==> config.mk <==
export PLATFORM = sky130hd
export DESIGN_NAME = dcos_cmd_out
export DESIGN_NICKNAME = d
export VERILOG_FILES = /design/src/core/dcos_pkg.sv /design/src/core/dcos_cmd_out.sv
export VERILOG_INCLUDE_DIRS = /design/src /design/src/core
export SDC_FILE = /design/constraint.sdc
export NUM_CORES = 1
export LEC_CHECK = 0
export BUFFER_PORTS_ARGS = -buffer_cell sky130_fd_sc_hd__buf_2
export CORE_MARGIN = 2
export CORE_UTILIZATION = 51
export DETAILED_ROUTE_END_ITERATION = 16
export HOLD_SLACK_MARGIN = 0.05
export PLACE_DENSITY = 0.82
export SETUP_SLACK_MARGIN = 0.15
export SLEW_MARGIN = 0
export SYNTH_ARGS = -nofsm -noshare
export SYNTH_HDL_FRONTEND = slang
export SYNTH_SLANG_ARGS = --single-unit
==> constraint.sdc <==
create_clock -name clk -period 1.6 [get_ports clk]
set_input_delay 0.08 -clock clk [delete_from_list [all_inputs] [get_ports clk]]
set_output_delay 0.08 -clock clk [all_outputs]
set_load 0.005 [all_outputs]
==> src/core/dcos_defines.svh <==
// Timing figures and command bit positions of the command output stage.
`ifndef DCOS_DEFINES_SVH
`define DCOS_DEFINES_SVH

`define DCOS_CLK_PERIOD_NS 10
`define DCOS_MCLK_PERIOD_NS 125
`define DCOS_QTR_DEFAULT_CYC ((`DCOS_MCLK_PERIOD_NS / 4) / `DCOS_CLK_PERIOD_NS)
`define DCOS_CMD_W 3
`define DCOS_BIT_ROW 2
`define DCOS_BIT_COL 1
`define DCOS_BIT_WE 0
`define DCOS_NUM_COPIES 2
`define DCOS_NUM_CLK_PAIRS 6
`define DCOS_CNT_W 8
`define DCOS_CMD_IDLE_N 3'h7

`endif

==> src/core/dcos_pkg.sv <==
// Types shared by the command output stage.
package dcos_pkg;

    // Command request from the sequencer; each bit is one when asserted.
    typedef struct packed {
        logic row;
        logic col;
        logic we;
    } dcos_cmd_t;

    typedef enum logic [0:0] {
        DCOS_ST_IDLE,
        DCOS_ST_WAIT
    } dcos_state_t;

endpackage

==> src/core/dcos_cmd_out.sv <==
// Command line drivers and gated memory clock pairs.
//
// Summary of operation
// Command is three active-low lines: row strobe, column strobe, write enable.
// Every command line leaves as two copies, A and B, always equal.
// During reset every command line copy is held high, negated.
// Command lines change a quarter memory clock period after its rising edge.
// Commands are launched against the memory clock, one per clock period.
// Six differential clock pairs, five down to zero, each disabled on its own.
// Disabled pair rests true low, complement high; restarts on a full period.
`timescale 1ns/1ps
`include "dcos_defines.svh"

module dcos_cmd_out
    import dcos_pkg::*;
#(
    parameter int CNT_W = `DCOS_CNT_W,
    parameter int NUM_PAIRS = `DCOS_NUM_CLK_PAIRS
) (
    input wire logic clk,
    input wire logic resetn,
    input wire logic mem_clk,
    input wire logic cmd_valid,
    input wire dcos_cmd_t cmd,
    input wire logic [NUM_PAIRS-1:0] clk_pair_en,
    output logic cmd_ready,
    output logic row_strobe_copy_a_n,
    output logic row_strobe_copy_b_n,
    output logic col_strobe_copy_a_n,
    output logic col_strobe_copy_b_n,
    output logic write_enable_copy_a_n,
    output logic write_enable_copy_b_n,
    output logic [NUM_PAIRS-1:0] mem_clk_pair_true,
    output logic [NUM_PAIRS-1:0] mem_clk_pair_comp
);

    localparam logic [CNT_W-1:0] QTR_DEFAULT = CNT_W'(`DCOS_QTR_DEFAULT_CYC);
    localparam logic [CNT_W-1:0] CNT_MAX = {CNT_W{1'b1}};

    // Converts an asserted-high request into the active-low line levels.
    function automatic logic [`DCOS_CMD_W-1:0] cmd_to_lines_n(input dcos_cmd_t c);
        logic [`DCOS_CMD_W-1:0] v;
        v = `DCOS_CMD_IDLE_N;
        v[`DCOS_BIT_ROW] = ~c.row;
        v[`DCOS_BIT_COL] = ~c.col;
        v[`DCOS_BIT_WE] = ~c.we;
        return v;
    endfunction

    ////////////////////////////////////////////////////////////////////////////////
    // Memory clock sampling.

    logic mclk_s1_q;
    logic mclk_s2_q;
    logic mclk_s3_q;
    logic mclk_rise;
    logic mclk_fall;

    always_ff @(posedge clk or negedge resetn) begin
        if (!resetn) begin
            mclk_s1_q <= 1'b0;
            mclk_s2_q <= 1'b0;
            mclk_s3_q <= 1'b0;
        end else begin
            mclk_s1_q <= mem_clk;
            mclk_s2_q <= mclk_s1_q;
            mclk_s3_q <= mclk_s2_q;
        end
    end

    assign mclk_rise = mclk_s2_q & ~mclk_s3_q;
    assign mclk_fall = ~mclk_s2_q & mclk_s3_q;

    ////////////////////////////////////////////////////////////////////////////////
    // Period measurement, so the quarter delay follows the real memory clock.

    logic [CNT_W-1:0] per_cnt_q;
    logic [CNT_W-1:0] period_q;
    logic per_valid_q;
    logic per_seen_q;
    logic [CNT_W-1:0] qtr_cyc;

    always_ff @(posedge clk or negedge resetn) begin
        if (!resetn) begin
            per_cnt_q <= '0;
            period_q <= '0;
            per_valid_q <= 1'b0;
            per_seen_q <= 1'b0;
        end else if (mclk_rise) begin
            per_cnt_q <= '0;
            period_q <= (per_cnt_q == CNT_MAX) ? CNT_MAX : per_cnt_q + 1'b1;
            per_seen_q <= 1'b1;
            // The count up to the first rise after reset covers only part of a period.
            per_valid_q <= per_seen_q;
        end else if (per_cnt_q != CNT_MAX) begin
            per_cnt_q <= per_cnt_q + 1'b1;
        end
    end

    // The first period after reset is not yet known, so the nominal quarter is used.
    always_comb begin
        qtr_cyc = per_valid_q ? (period_q >> 2) : QTR_DEFAULT;
        if (qtr_cyc == '0) begin
            qtr_cyc = CNT_W'(1);
        end
    end

    ////////////////////////////////////////////////////////////////////////////////
    // Launch timing.

    dcos_state_t state_q;
    logic [CNT_W-1:0] dly_q;
    logic launch;

    assign launch = (state_q == DCOS_ST_WAIT) && (dly_q == CNT_W'(1));

    // quarter period delay
    always_ff @(posedge clk or negedge resetn) begin
        if (!resetn) begin
            state_q <= DCOS_ST_IDLE;
            dly_q <= '0;
        end else begin
            case (state_q)
                DCOS_ST_IDLE: begin
                    if (mclk_rise) begin
                        state_q <= DCOS_ST_WAIT;
                        dly_q <= qtr_cyc;
                    end
                end
                DCOS_ST_WAIT: begin
                    if (launch) begin
                        state_q <= DCOS_ST_IDLE;
                    end
                    dly_q <= dly_q - 1'b1;
                end
                default: begin
                    state_q <= DCOS_ST_IDLE;
                end
            endcase
        end
    end

    ////////////////////////////////////////////////////////////////////////////////
    // Pending command holding register.

    dcos_cmd_t pend_cmd_q;
    logic pend_v_q;
    logic pend_v_d;
    logic accept;

    assign accept = cmd_valid & cmd_ready;

    // one command per period
    always_comb begin
        pend_v_d = pend_v_q;
        if (launch) begin
            pend_v_d = 1'b0;
        end
        if (accept) begin
            pend_v_d = 1'b1;
        end
    end

    always_ff @(posedge clk or negedge resetn) begin
        if (!resetn) begin
            pend_v_q <= 1'b0;
            pend_cmd_q <= '0;
            cmd_ready <= 1'b1;
        end else begin
            pend_v_q <= pend_v_d;
            cmd_ready <= ~pend_v_d;
            if (accept) begin
                pend_cmd_q <= cmd;
            end
        end
    end

    ////////////////////////////////////////////////////////////////////////////////
    // Command line copies.

    logic [`DCOS_CMD_W-1:0] lines_n_q [`DCOS_NUM_COPIES];

    for (genvar k = 0; k < `DCOS_NUM_COPIES; k++) begin : g_copy
        // negated under reset
        always_ff @(posedge clk or negedge resetn) begin
            if (!resetn) begin
                lines_n_q[k] <= `DCOS_CMD_IDLE_N;
            end else if (launch) begin
                // identical copies
                lines_n_q[k] <= pend_v_q ? cmd_to_lines_n(pend_cmd_q) : `DCOS_CMD_IDLE_N;
            end
        end
    end

    // three line command
    assign row_strobe_copy_a_n = lines_n_q[0][`DCOS_BIT_ROW];
    assign col_strobe_copy_a_n = lines_n_q[0][`DCOS_BIT_COL];
    assign write_enable_copy_a_n = lines_n_q[0][`DCOS_BIT_WE];
    assign row_strobe_copy_b_n = lines_n_q[1][`DCOS_BIT_ROW];
    assign col_strobe_copy_b_n = lines_n_q[1][`DCOS_BIT_COL];
    assign write_enable_copy_b_n = lines_n_q[1][`DCOS_BIT_WE];

    ////////////////////////////////////////////////////////////////////////////////
    // Memory clock pairs.

    logic [NUM_PAIRS-1:0] pair_on_q;
    logic [NUM_PAIRS-1:0] pair_on_d;

    // switch on at a rise, off at a fall
    always_comb begin
        pair_on_d = pair_on_q;
        for (int i = 0; i < NUM_PAIRS; i++) begin
            if (mclk_rise && clk_pair_en[i]) begin
                pair_on_d[i] = 1'b1;
            end else if (mclk_fall && !clk_pair_en[i]) begin
                pair_on_d[i] = 1'b0;
            end
        end
    end

    // separately gated pairs
    always_ff @(posedge clk or negedge resetn) begin
        if (!resetn) begin
            pair_on_q <= '0;
            mem_clk_pair_true <= '0;
            mem_clk_pair_comp <= '1;
        end else begin
            pair_on_q <= pair_on_d;
            mem_clk_pair_true <= pair_on_d & {NUM_PAIRS{mclk_s2_q}};
            mem_clk_pair_comp <= ~(pair_on_d & {NUM_PAIRS{mclk_s2_q}});
        end
    end

endmodule

* Word-level counts from Yosys, hierarchy flattened
Index checks and enable logic that the tools add are counted.
** Cells by class
- $add $sub $neg :: 2
- Multiply operators :: 0
- Divide/modulo/power cells :: 0
- Magnitude comparators :: 0
- Eq/ne operators :: 4
- Shift-type cells :: 0
- Muxes and demuxes :: 25
- Bitwise gates (word level) :: 12
- Reductions and logical operators :: 21
** Operator list (number)
- $mux W8 :: 4
- $mux W1 :: 16
- $pmux W8 S2 :: 1
- $logic_and A1 B1 Y1 :: 13
- $mux W6 :: 2
- $add A8 B1 Y8 const B :: 1
- $eq A8 B1 Y1 const B :: 1
- $eq A8 B8 Y1 const B :: 1
- $logic_not A8 Y1 :: 1
- $ne A8 B8 Y1 const B :: 1
- $sub A8 B1 Y8 const B :: 1
- $not A1 Y1 :: 7
- $and A6 B6 Y6 :: 1
- $logic_not A1 Y1 :: 6
- $not A6 Y6 :: 1
- $and A1 B1 Y1 :: 3
- $mux W3 :: 1
- $ne A2 B2 Y1 const B :: 1
- $pmux W1 S2 :: 1
- $reduce_bool A2 Y1 :: 1
** Word-level totals
- Bits in registers :: 56
- Latch bits :: 0
- Bits in writable memories :: 0
- ROM bits :: 0
- Bits of input ports :: 13
- Output and inout bits :: 19
- Logic and storage cells :: 82
- Memories :: 0

* Depth between registers and ports, before layout
Gate-level depths: netlist of run 1.
- Word-level depth :: 7
- Mapped depth :: 6
- Mapped depth without buffers :: 5

* Worst setup path before layout of run 1
Ideal clock, no wire load.
- Kind :: register -> register
- Start point :: register per_cnt_q[0]
- End point :: register period_q[7]
- Setup time :: 0.129 ns
- Arrival :: 1.368 ns
- Data required time :: 1.471 ns
- Setup slack :: 0.103 ns
- Stages on the path, launching flop included :: 6
- Buffers on the path :: 1
- Period minus slack after synthesis :: 1.497 ns
- Path through :: dfrtp_1 -> ha_1 -> and4_1 -> buf_2 -> nor4b_2 -> o31ai_1
** Between the ends
- Word-level cells in the longest chain between the ends :: 2
- Elaborated cells between the ends (all ways) :: 3
- Those cells by class :: add/sub (1); eq/ne (1); mux (1)
** RTL lines
- from (decl) :: line dcos_cmd_out.sv:77 : logic [CNT_W-1:0] per_cnt_q;
- from (signal assigned) :: line dcos_cmd_out.sv:96 : per_cnt_q <= per_cnt_q + 1'b1;
- $add A8 B1 Y8 / $eq A8 B8 Y1 (equally long branches) :: line dcos_cmd_out.sv:91 : period_q <= (per_cnt_q == CNT_MAX) ? CNT_MAX : per_cnt_q + 1'b1;
- $mux W8 (*) :: line dcos_cmd_out.sv:91
- to (signal assigned) :: line dcos_cmd_out.sv:91
- to (decl) :: line dcos_cmd_out.sv:78 : logic [CNT_W-1:0] period_q;
Mark *: on every way between the ends. The rest lies on a longest branch, timed or not.
A chain may end at the register's enable or synchronous reset.

* Worst setup path in the final report of run 1
- Start point :: register dly_q[4]
- End point :: register lines_n_q, in the netlist row_strobe_copy_b_n
** Between the ends
- Word-level cells in the longest chain between the ends :: 2
** RTL lines
- from (decl) :: line dcos_cmd_out.sv:112 : logic [CNT_W-1:0] dly_q;
- from (signal assigned) :: line dcos_cmd_out.sv:127 : dly_q <= qtr_cyc;
- from (signal assigned) :: line dcos_cmd_out.sv:134 : dly_q <= dly_q - 1'b1;
- $eq A8 B1 Y1 :: line dcos_cmd_out.sv:115 : assign launch = (state_q == DCOS_ST_WAIT) && (dly_q == CNT_W'(1));
- $logic_and A1 B1 Y1 :: line dcos_cmd_out.sv:115
- to (signal, indexed assignment) :: line dcos_cmd_out.sv:187 : lines_n_q[k] <= `DCOS_CMD_IDLE_N;
- to (signal, indexed assignment) :: line dcos_cmd_out.sv:190 : lines_n_q[k] <= pend_v_q ? cmd_to_lines_n(pend_cmd_q) : `DCOS_CMD_IDLE_N;
- to (decl) :: line dcos_cmd_out.sv:181 : logic [`DCOS_CMD_W-1:0] lines_n_q [`DCOS_NUM_COPIES];
No other way between the ends.

==> impl_metrics.py, run 1 <==
metrics = {
    "outcome": {
        "status": "finished clean",
    },
    "worst_setup_path": {
        "worstPathArrival_ns": 1.61,
        "cp_max_fo": 6,
        "r2r-start": "dly_q[4]",
        "ff2ff_setup_slack_ns": 0.22,
        "crit_type": "flip-flop to flip-flop",
        "start_kind": "flip-flop",
        "reg2reg_to": "row_strobe_copy_b_n",
        "endpoint_kind": "flip-flop",
        "crit_required_ns": 1.83,
        "rr_worst_depth": 3,
    },
    "min_path": {
        "hold_path_depth": 3,
        "hp-class": "primary input to flip-flop",
        "holdPathEnd": "pair_on_q[5]",
        "min-delay-start": "clk_pair_en[5]",
    },
    "synthesis": {
        "ys_seq_area_share_pct": 57.9,
        "ys.flop_type": "dfrtp_1",
        "async_flop_share_pct": 100,
        "ys_ff_latch": 54,
        "syn_area_per_cell_sq_um": 11.6,
        "syn_area_sq_um": 2360,
        "yosys.area.top_type": "dfrtp_1",
        "ys_types": 53,
        "syn_nets": 220,
        "synth.top_cell.area_share_pct": 46.7,
        "synthCells": 204,
        "synth_edf_count": 0,
        "synth_area_leaders": "dfrtp_1, dfstp_2, nand2_1",
        "ys.warnings.count": 0,
    },
    "route": {
        "top_layer": "met4",
        "finalWirelength_um": 4060,
        "antenna_left": 0,
        "vias_per_cell": 5.60,
        "post_drt_wl_per_cell_um": 13.7,
        "num_vias": 1664,
        "drtPass1Iterations": 4,
        "drc": 0,
        "dr.first_iter.drc_count": 82,
        "wl_met3_um": 121,
        "met1_length_um": 1860,
        "wl_met2_um": 2020,
    },
    "grt": {
        "track_usage_pct": 16.6,
        "grt_pass1_vias": 1529,
        "antenna_found_initial": 0,
        "grt_max_degree": 26,
        "overflow": 0,
        "grt_pass1_wl_um": 6760,
    },
    "place": {
        "port_buffers": 31,
        "dp_hpwl_um": 2860,
        "gp_congestion": 0.858,
    },
    "clocking": {
        "clockBufferDepth": 2,
        "clock-sinks": 54,
        "cts_tree": "done",
        "clkLatencyLatePin_ns": 0.30,
        "clkTransAtPathRegs_ns": 0.09,
        "h-tree-depth": 2,
        "root_buffer": "clkbuf_8",
        "cts_buffers": 5,
    },
    "job": {
        "cap_viol_max_count": 0,
    },
    "timing": {
        "finClkSkew_ns": 0.00376,
        "finalHoldViolCount": 0,
        "clock.fmax_ghz": 0.727,
        "rsz0062_at_grt": "true",
        "finalHoldWorstSlack_ns": 0.102,
        "fin_crit_ns": 1.38,
        "maxSlewViolCount": 0,
        "tns_ns": 0,
        "worst_pin_slew_ns": 0.522,
        "fin_crit_sh_pct": 86.0,
        "setup_viol": 0,
        "relSlewSlack_pct": 65.2,
    },
    "die": {
        "initial_core_util_pct": 53.4,
        "io_pins": 32,
        "num_rows": 24,
        "fp.dieH_um": 72.0,
        "dieArea_sq_um": 5180,
        "die_w_um": 72.0,
        "core_area_sq_um": 4410,
    },
    "finish": {
        "drive_gt1_share_pct": 32.2,
        "num_antenna_cells": 0,
        "final_cell_mix": "dfrtp_1, buf_2, nand2_1",
        "nets": 260,
        "area_growth_pct": 17.5,
        "final_common_cell": "dfrtp_1",
    },
    "power": {
        "ir_drop_mv": 0.593,
        "power_density_nw_per_um2": 1390,
        "power_leakage_nw": 1.23,
    },
}
-- flip-flops by register name (all words and copies together), names as in the netlist --
signal and count:
cmd_ready 1, col_strobe_copy_b_n 1, dly_q 8, mclk_s1_q 1, mclk_s2_q 1, mclk_s3_q 1
mem_clk_pair_comp 6, mem_clk_pair_true 6, pair_on_q 6, pend_cmd_q 3, pend_v_q 1, per_cnt_q 8
per_seen_q 1, per_valid_q 1, period_q 6, row_strobe_copy_b_n 1, state_q 1, write_enable_copy_b_n 1
-- report_power, final --
part | switching [W] | internal [W]
Combinational | 0.000506 | 0.000585
Sequential | 0.000297 | 0.00173
Clock | 0.000427 | 0.000310
Total | 0.00123 | 0.00263
-- synthesized netlist by cell type (all sizes together), types with 2 or more instances --
cell / count
mux2i: 3
mux2: 7
xor2: 2
a21oi: 11
nor2b: 2
buf: 12
o21ai: 18
a21boi: 2
nor4: 2
nand3: 6
and4: 2
o21a: 2
a22o: 2
nand4b: 2
o31ai: 3
nand2b: 2
and3: 2
ha: 3
dfrtp: 44
dfstp: 10
inv: 2
nor3: 6
nor2: 5
nand2: 23
a31oi: 3
o211ai: 2
nand4: 2
and2: 7
-- through the flow --
stage	total power, W	cell area, sq um	cells	util, %	setup WS (ns)
floorplan	0.00276	2360	204	-	0.193
global placement	0.00301	2570	281	58.3	0.208
detailed placement	0.00305	2570	281	58.3	0.149
CTS	0.00381	2740	296	62.0	0.155
global route	0.00412	2770	297	62.7	0.117
finish	0.00386	2770	297	62.7	0.225
-- cell families (layout without fill, tap and decap cells) --
logic type / after synthesis / in the layout / synth area share, %
adders and majority gates: 3 / 3 / 1.59
AOI/OAI and AO/OA: 50 / 50 / 13.3
and+or+nand+nor: 70 / 70 / 18.1
xor gates and xnor gates: 2 / 2 / 0.743
DFF: 54 / 54 / 57.9
muxes: 10 / 10 / 5.10
buffers and inverters: 15 / 56 / 3.34
-- worst max path at each step --
stage | start | cells past startpoint | end | slack, ns
after CTS | dly_q[5] | 3 | row_strobe_copy_b_n | 0.16
final | dly_q[4] | 3 | row_strobe_copy_b_n | 0.22
after floorplan | per_cnt_q[0] | 5 | period_q[6] | 0.19
after global placement | per_cnt_q[0] | 4 | period_q[6] | 0.21
after detailed placement | dly_q[0] | 5 | dly_q[6] | 0.15
after global routing | dly_q[1] | 5 | dly_q[6] | 0.12
-- routing by layer --
metal  track usage [%]  vias to the layer above
met3              4.17                        6
met2              26.4                       28
met5                 0                        -
met4              6.50                        0
met1              22.0                      817
li1                  -                      813
-- timing repair --
item / 4_1_cts / 5_1_grt
endpoints found under the hold margin: 24 / 0
gates resized for setup: 2 / 7
hold buffers: 6 / 0
pin swaps: 0 / 3
setup buffers: 1 / 1
setup endpoints to repair: 2 / 14
-- critical path: stages (launching register included) --
cell and delay, ns:
dfrtp_1 0.45, nor4_4 0.34, nand4b_4 0.20, mux2_4 0.33
-- area by class of cell --
type	instances	area (sq um)
flip-flops and latches	54	1370
well taps	52	65.1
inverters	2	7.51
fillers	341	1650
clock inverters	2	13.8
clock buffers	6	72.6
repair buffers	46	295
multi-input cells	135	950
Note: power is estimated with default switching activity, not from simulation.
==> run 2: changes to the inputs <==
- CORE_MARGIN: 2 -> 1
==> run 2 against run 1 <==
Via count is 1.2% lower. Maximum frequency fell by 1.8%. Sequential share of layout area shrank 0.49 points. Clock power increased by 5.2%. Count of clock-buffer cells in the layout did not move. Wire length is 3.7% higher. Hold slack improved by 0.0054 ns. Clock skew up 0.0045 ns.
==> impl_metrics.py, run 2 (same netlist as run 1, synthesis figures left out) <==
metrics = {
    "worst_setup_path": {
        "path_delay_family": "simple AND/OR/NAND/NOR gates",
        "ff2ff_setup_slack_ns": 0.20,
        "crit_type": "flip-flop to flip-flop",
        "r2r-start": "dly_q[4]",
        "worstPathArrival_ns": 1.64,
        "crit_required_ns": 1.84,
        "cp_cell_sequence": "nor4_4, nand4b_4, mux2_4",
        "critPathBufInv": 0,
        "reg2reg_to": "col_strobe_copy_b_n",
        "endpoint_kind": "flip-flop",
        "slowest_delay_ns": 0.45,
        "cp_max_fo": 6,
        "slowest_stage": "dfrtp_1",
        "rr_worst_depth": 3,
        "start_kind": "flip-flop",
    },
    "timing": {
        "relSlewSlack_pct": 71.1,
        "tns_ns": 0,
        "maxSlewViolCount": 0,
        "finClkSkew_ns": 0.00831,
        "rsz0062_at_grt": "true",
        "finalWorstSetupSlack_ns": 0.199,
        "setup_viol": 0,
        "finalHoldViolCount": 0,
        "finalHoldWorstSlack_ns": 0.108,
        "fin_crit_ns": 1.40,
        "fin_crit_sh_pct": 87.6,
        "worst_pin_slew_ns": 0.431,
        "clock.fmax_ghz": 0.714,
    },
    "finish": {
        "post-route-util_pct": 63.8,
        "drive_gt1_share_pct": 32.8,
        "num_antenna_cells": 0,
        "nets": 262,
        "top_regs": "dly_q: 8 flops, per_cnt_q: 8 flops",
        "area_growth_pct": 18.6,
        "final_cell_mix": "dfrtp_1, buf_2, nand2_1",
        "nFillCells": 345,
        "final_common_cell": "dfrtp_1",
    },
    "clocking": {
        "clock-sinks": 54,
        "h-tree-depth": 2,
        "cts_buffers": 5,
        "cts_tree": "done",
        "root_buffer": "clkbuf_8",
        "clkTransAtPathRegs_ns": 0.10,
        "clockBufferDepth": 2,
        "clkLatencyLatePin_ns": 0.30,
    },
    "die": {
        "initial_core_util_pct": 53.8,
        "fp.dieH_um": 70.0,
        "num_rows": 24,
        "die_w_um": 70.0,
        "dieArea_sq_um": 4900,
        "core_area_sq_um": 4380,
        "io_pins": 32,
    },
    "route": {
        "dr.first_iter.drc_count": 151,
        "num_vias": 1644,
        "post_drt_wl_per_cell_um": 14.1,
        "finalWirelength_um": 4210,
        "drtPass1Iterations": 4,
        "antenna_left": 0,
        "vias_per_cell": 5.50,
        "drc": 0,
    },
    "power": {
        "power_leakage_nw": 1.25,
        "power.total_w": 0.00388,
        "ir_drop_mv": 0.556,
        "power_density_nw_per_um2": 1390,
    },
    "min_path": {
        "min-delay-start": "clk_pair_en[1]",
        "hp-class": "primary input to flip-flop",
        "hold_path_depth": 3,
        "holdPathEnd": "pair_on_q[1]",
    },
    "grt": {
        "grt_pass1_wl_um": 7360,
        "overflow": 0,
        "grt_max_degree": 55,
        "track_usage_pct": 18.9,
        "grt_pass1_vias": 1674,
        "antenna_found_initial": 0,
    },
    "job": {
        "cap_viol_max_count": 0,
    },
    "place": {
        "port_buffers": 31,
        "dp_hpwl_um": 2850,
        "gp_congestion": 0.885,
        "pre_cts_ws_ns": 0.142,
    },
    "outcome": {
        "status": "finished clean",
    },
}
run 2: cell count changes in the layout (fill, tap and decap cells not counted), sizes merged:
| cell | change |
|---|---|
| clkinv | -1 |
| clkinvlp | +1 |
| buf | +2 |
run 2: worst max-delay path by stage:
stage | startpoint | to | cells after the start
final | dly_q[4] | col_strobe_copy_b_n | 3
after global routing | dly_q[4] | col_strobe_copy_b_n | 3
after CTS | per_cnt_q[1] | period_q[6] | 4
after detailed placement | per_cnt_q[0] | period_q[6] | 4
after global placement | per_cnt_q[0] | period_q[6] | 4
after floorplan | per_cnt_q[0] | period_q[6] | 5
run 2: metal layers:
metal / global-route usage, % / wire length (um) / vias up
met3: 4.76 / 119 / 6
met2: 30.1 / 2050 / 25
met4: 8.67 / 63 / 0
met1: 24.3 / 1980 / 799
li1: - / - / 814
met5: 0 / 0 / -
run 2: metrics by stage:
step | instances | instance area, sq um
2_1_floorplan | 204 | 2360
3_3_place_gp | 283 | 2590
3_5_place_dp | 283 | 2590
4_1_cts | 298 | 2750
5_1_grt | 299 | 2800
6_report | 299 | 2800
run 2: final cells by class:
type | instances | area, sq um | area share (%)
flip-flops and latches | 54 | 1370 | 48.8
multi-input cells | 135 | 950 | 34.0
repair buffers | 48 | 314 | 11.2
clock buffers | 6 | 82.6 | 2.95
well taps | 52 | 65.1 | 2.33
clock inverters | 2 | 12.5 | 0.447
inverters | 2 | 7.51 | 0.268
run 2: worst register-to-register path, delay by kind of cell (launching register included):
kind	cells	cell delay, ns
and+or+nand+nor	2	0.56
DFF	1	0.45
muxes	1	0.33
run 2: power breakdown:
| group | leakage (nW) | total, W | internal (W) | switching (W) |
|---|---|---|---|---|
| clock network | 0.0472 | 0.000775 | 0.000348 | 0.000426 |
| registers | 0.632 | 0.00203 | 0.00173 | 0.000296 |
| logic | 0.571 | 0.00107 | 0.000568 | 0.000504 |
run 2: repair_timing:
action,4_1_cts,5_1_grt
endpoints found under the setup margin,2,13
gates resized for setup,1,8
buffers inserted,1,1
pin swaps,0,2
hold buffers,6,0
endpoints found under the hold margin,59,0
==> run 3: changes to the inputs <==
- CORE_UTILIZATION: 51 -> 45
- PLACE_DENSITY: 0.82 -> 0.74
==> run 3 against run 2 <==
Clock power rose by 18%. Total power rose by 2.7%. Sequential share of layout area fell by 0.39 points. Sequential power barely moved. Cell area rose by 0.72%. Die area rose by 13%. Via count rose by 0.43%. Global-route usage fell by 2.6 points. Combinational power fell by 4%. First-iteration DRC count fell by 38%. Setup slack got worse by 0.0034 ns. Highest routed layer unchanged.
==> impl_metrics.py, run 3 (same netlist as run 1, synthesis figures left out) <==
metrics = {
    "power": {
        "p_switching_w": 0.00119,
        "power.total_w": 0.00398,
        "p_comb_share_pct": 25.9,
        "power_density_nw_per_um2": 1410,
        "p_seq_share_pct": 51.2,
        "ir_drop_mv": 0.590,
        "internal_power_w": 0.00279,
        "power_leakage_nw": 1.25,
        "swShare_pct": 29.8,
        "p_clk_share_pct": 22.9,
    },
    "clocking": {
        "cts_buffers": 5,
        "h-tree-depth": 2,
        "root_buffer": "clkbuf_8",
        "clock-sinks": 54,
        "clkTransAtPathRegs_ns": 0.09,
        "clockBufferDepth": 2,
        "clkLatencyLatePin_ns": 0.30,
        "cts_tree": "done",
    },
    "timing": {
        "setup_viol": 0,
        "relSlewSlack_pct": 68.2,
        "finalHoldWorstSlack_ns": 0.0955,
        "clock.fmax_ghz": 0.712,
        "finalHoldViolCount": 0,
        "tns_ns": 0,
        "finClkSkew_ns": 0.00614,
        "worst_pin_slew_ns": 0.473,
        "fin_crit_ns": 1.40,
        "maxSlewViolCount": 0,
        "fin_crit_sh_pct": 87.8,
        "rsz0062_at_grt": "true",
    },
    "place": {
        "gp_congestion": 0.771,
        "dp_hpwl_um": 2770,
        "port_buffers": 31,
        "place_inst": 295,
    },
    "route": {
        "post_drt_wl_per_cell_um": 12.8,
        "vias_per_cell": 5.31,
        "num_vias": 1651,
        "finalWirelength_um": 3980,
        "dr.first_iter.drc_count": 93,
        "drtPass1Iterations": 4,
        "antenna_left": 0,
        "drc": 0,
    },
    "finish": {
        "final_cell_mix": "dfrtp_1, buf_2, nand2_1",
        "top_regs": "dly_q: 8 flops, per_cnt_q: 8 flops",
        "final_cells": 311,
        "num_antenna_cells": 0,
        "nets": 259,
        "area_growth_pct": 19.5,
        "drive_gt1_share_pct": 31.1,
        "post-route-util_pct": 57.7,
        "final_common_cell": "dfrtp_1",
    },
    "grt": {
        "grt_pass1_vias": 1497,
        "grt_pass1_wl_um": 6600,
        "track_usage_pct": 16.3,
        "antenna_found_initial": 0,
        "grt_max_degree": 55,
        "overflow": 0,
    },
    "outcome": {
        "status": "finished clean",
    },
    "worst_setup_path": {
        "ff2ff_setup_slack_ns": 0.20,
        "start_kind": "flip-flop",
        "cp_max_fo": 6,
        "crit_required_ns": 1.83,
        "worstPathArrival_ns": 1.64,
        "crit_type": "flip-flop to flip-flop",
        "endpoint_kind": "flip-flop",
    },
    "die": {
        "io_pins": 32,
        "dieArea_sq_um": 5530,
        "num_rows": 25,
        "fp.dieH_um": 74.4,
        "die_w_um": 74.4,
        "core_area_sq_um": 4880,
        "initial_core_util_pct": 48.3,
    },
    "min_path": {
        "hp-class": "primary input to flip-flop",
    },
    "job": {
        "cap_viol_max_count": 0,
    },
}
==> run 3: per-layer routing <==
layer / up-vias / share of wire [%] / global-route usage, %
met3: 6 / 4.3 / 4.61
met1: 795 / 46 / 20.6
met4: 0 / 1.9 / 7.97
met2: 42 / 48 / 25.7
met5: - / 0 / 0
li1: 808 / - / -
==> run 3: cell type report <==
cell class / instances / area (sq um)
Multi-Input combinational cell: 135 / 950
Clock inverter: 1 / 30.0
Timing Repair Buffer: 45 / 295
Sequential cell: 54 / 1360
Fill cell: 416 / 2060
Clock buffer: 7 / 86.3
Tap cell: 67 / 83.8
Inverter: 2 / 7.51
==> run 3: per-stage QoR <==
stage	instance area (sq um)	setup WS (ns)
2_1_floorplan	2360	0.193
5_1_grt	2820	0.131
6_report	2820	0.195
4_1_cts	2770	0.168
3_3_place_gp	2580	0.208
3_5_place_dp	2580	0.157
==> run 3: worst max-delay path: stages (launching register included) <==
cell and delay (ns):
dfrtp_1 0.45, nor4_4 0.36, nand4b_4 0.20, mux2_4 0.33
==> run 3: repair_timing <==
action	CTS	global route
gates resized for setup	1	8
pin swaps	0	2
gates cloned	0	0
hold endpoints to repair	59	0
setup buffers	1	1
hold buffers	6	0
endpoints found under the setup margin	2	10
==> run 3: worst paths after layout <==
kind	start	to	cells after the start
setup reg to reg	dly_q[4]	col_strobe_copy_b_n	3
hold / removal	clk_pair_en[1]	pair_on_q[1]	3
min in group asynchronous	resetn	mem_clk_pair_true[2]	3
setup / recovery	dly_q[4]	col_strobe_copy_b_n	3
max in group asynchronous	resetn	mem_clk_pair_comp[4]	3
hold reg to reg	mclk_s1_q	mclk_s2_q	0
==> run 3: power by group through the flow <==
stage / logic [W] / registers [W] / clock network, W
after floorplan: 0.000777 / 0.00198 / 0
after global placement: 0.000973 / 0.00203 / 0
after detailed placement: 0.000997 / 0.00205 / 0
after CTS: 0.00102 / 0.00202 / 0.000951
after global routing: 0.00116 / 0.00209 / 0.00100
final: 0.00103 / 0.00204 / 0.000911
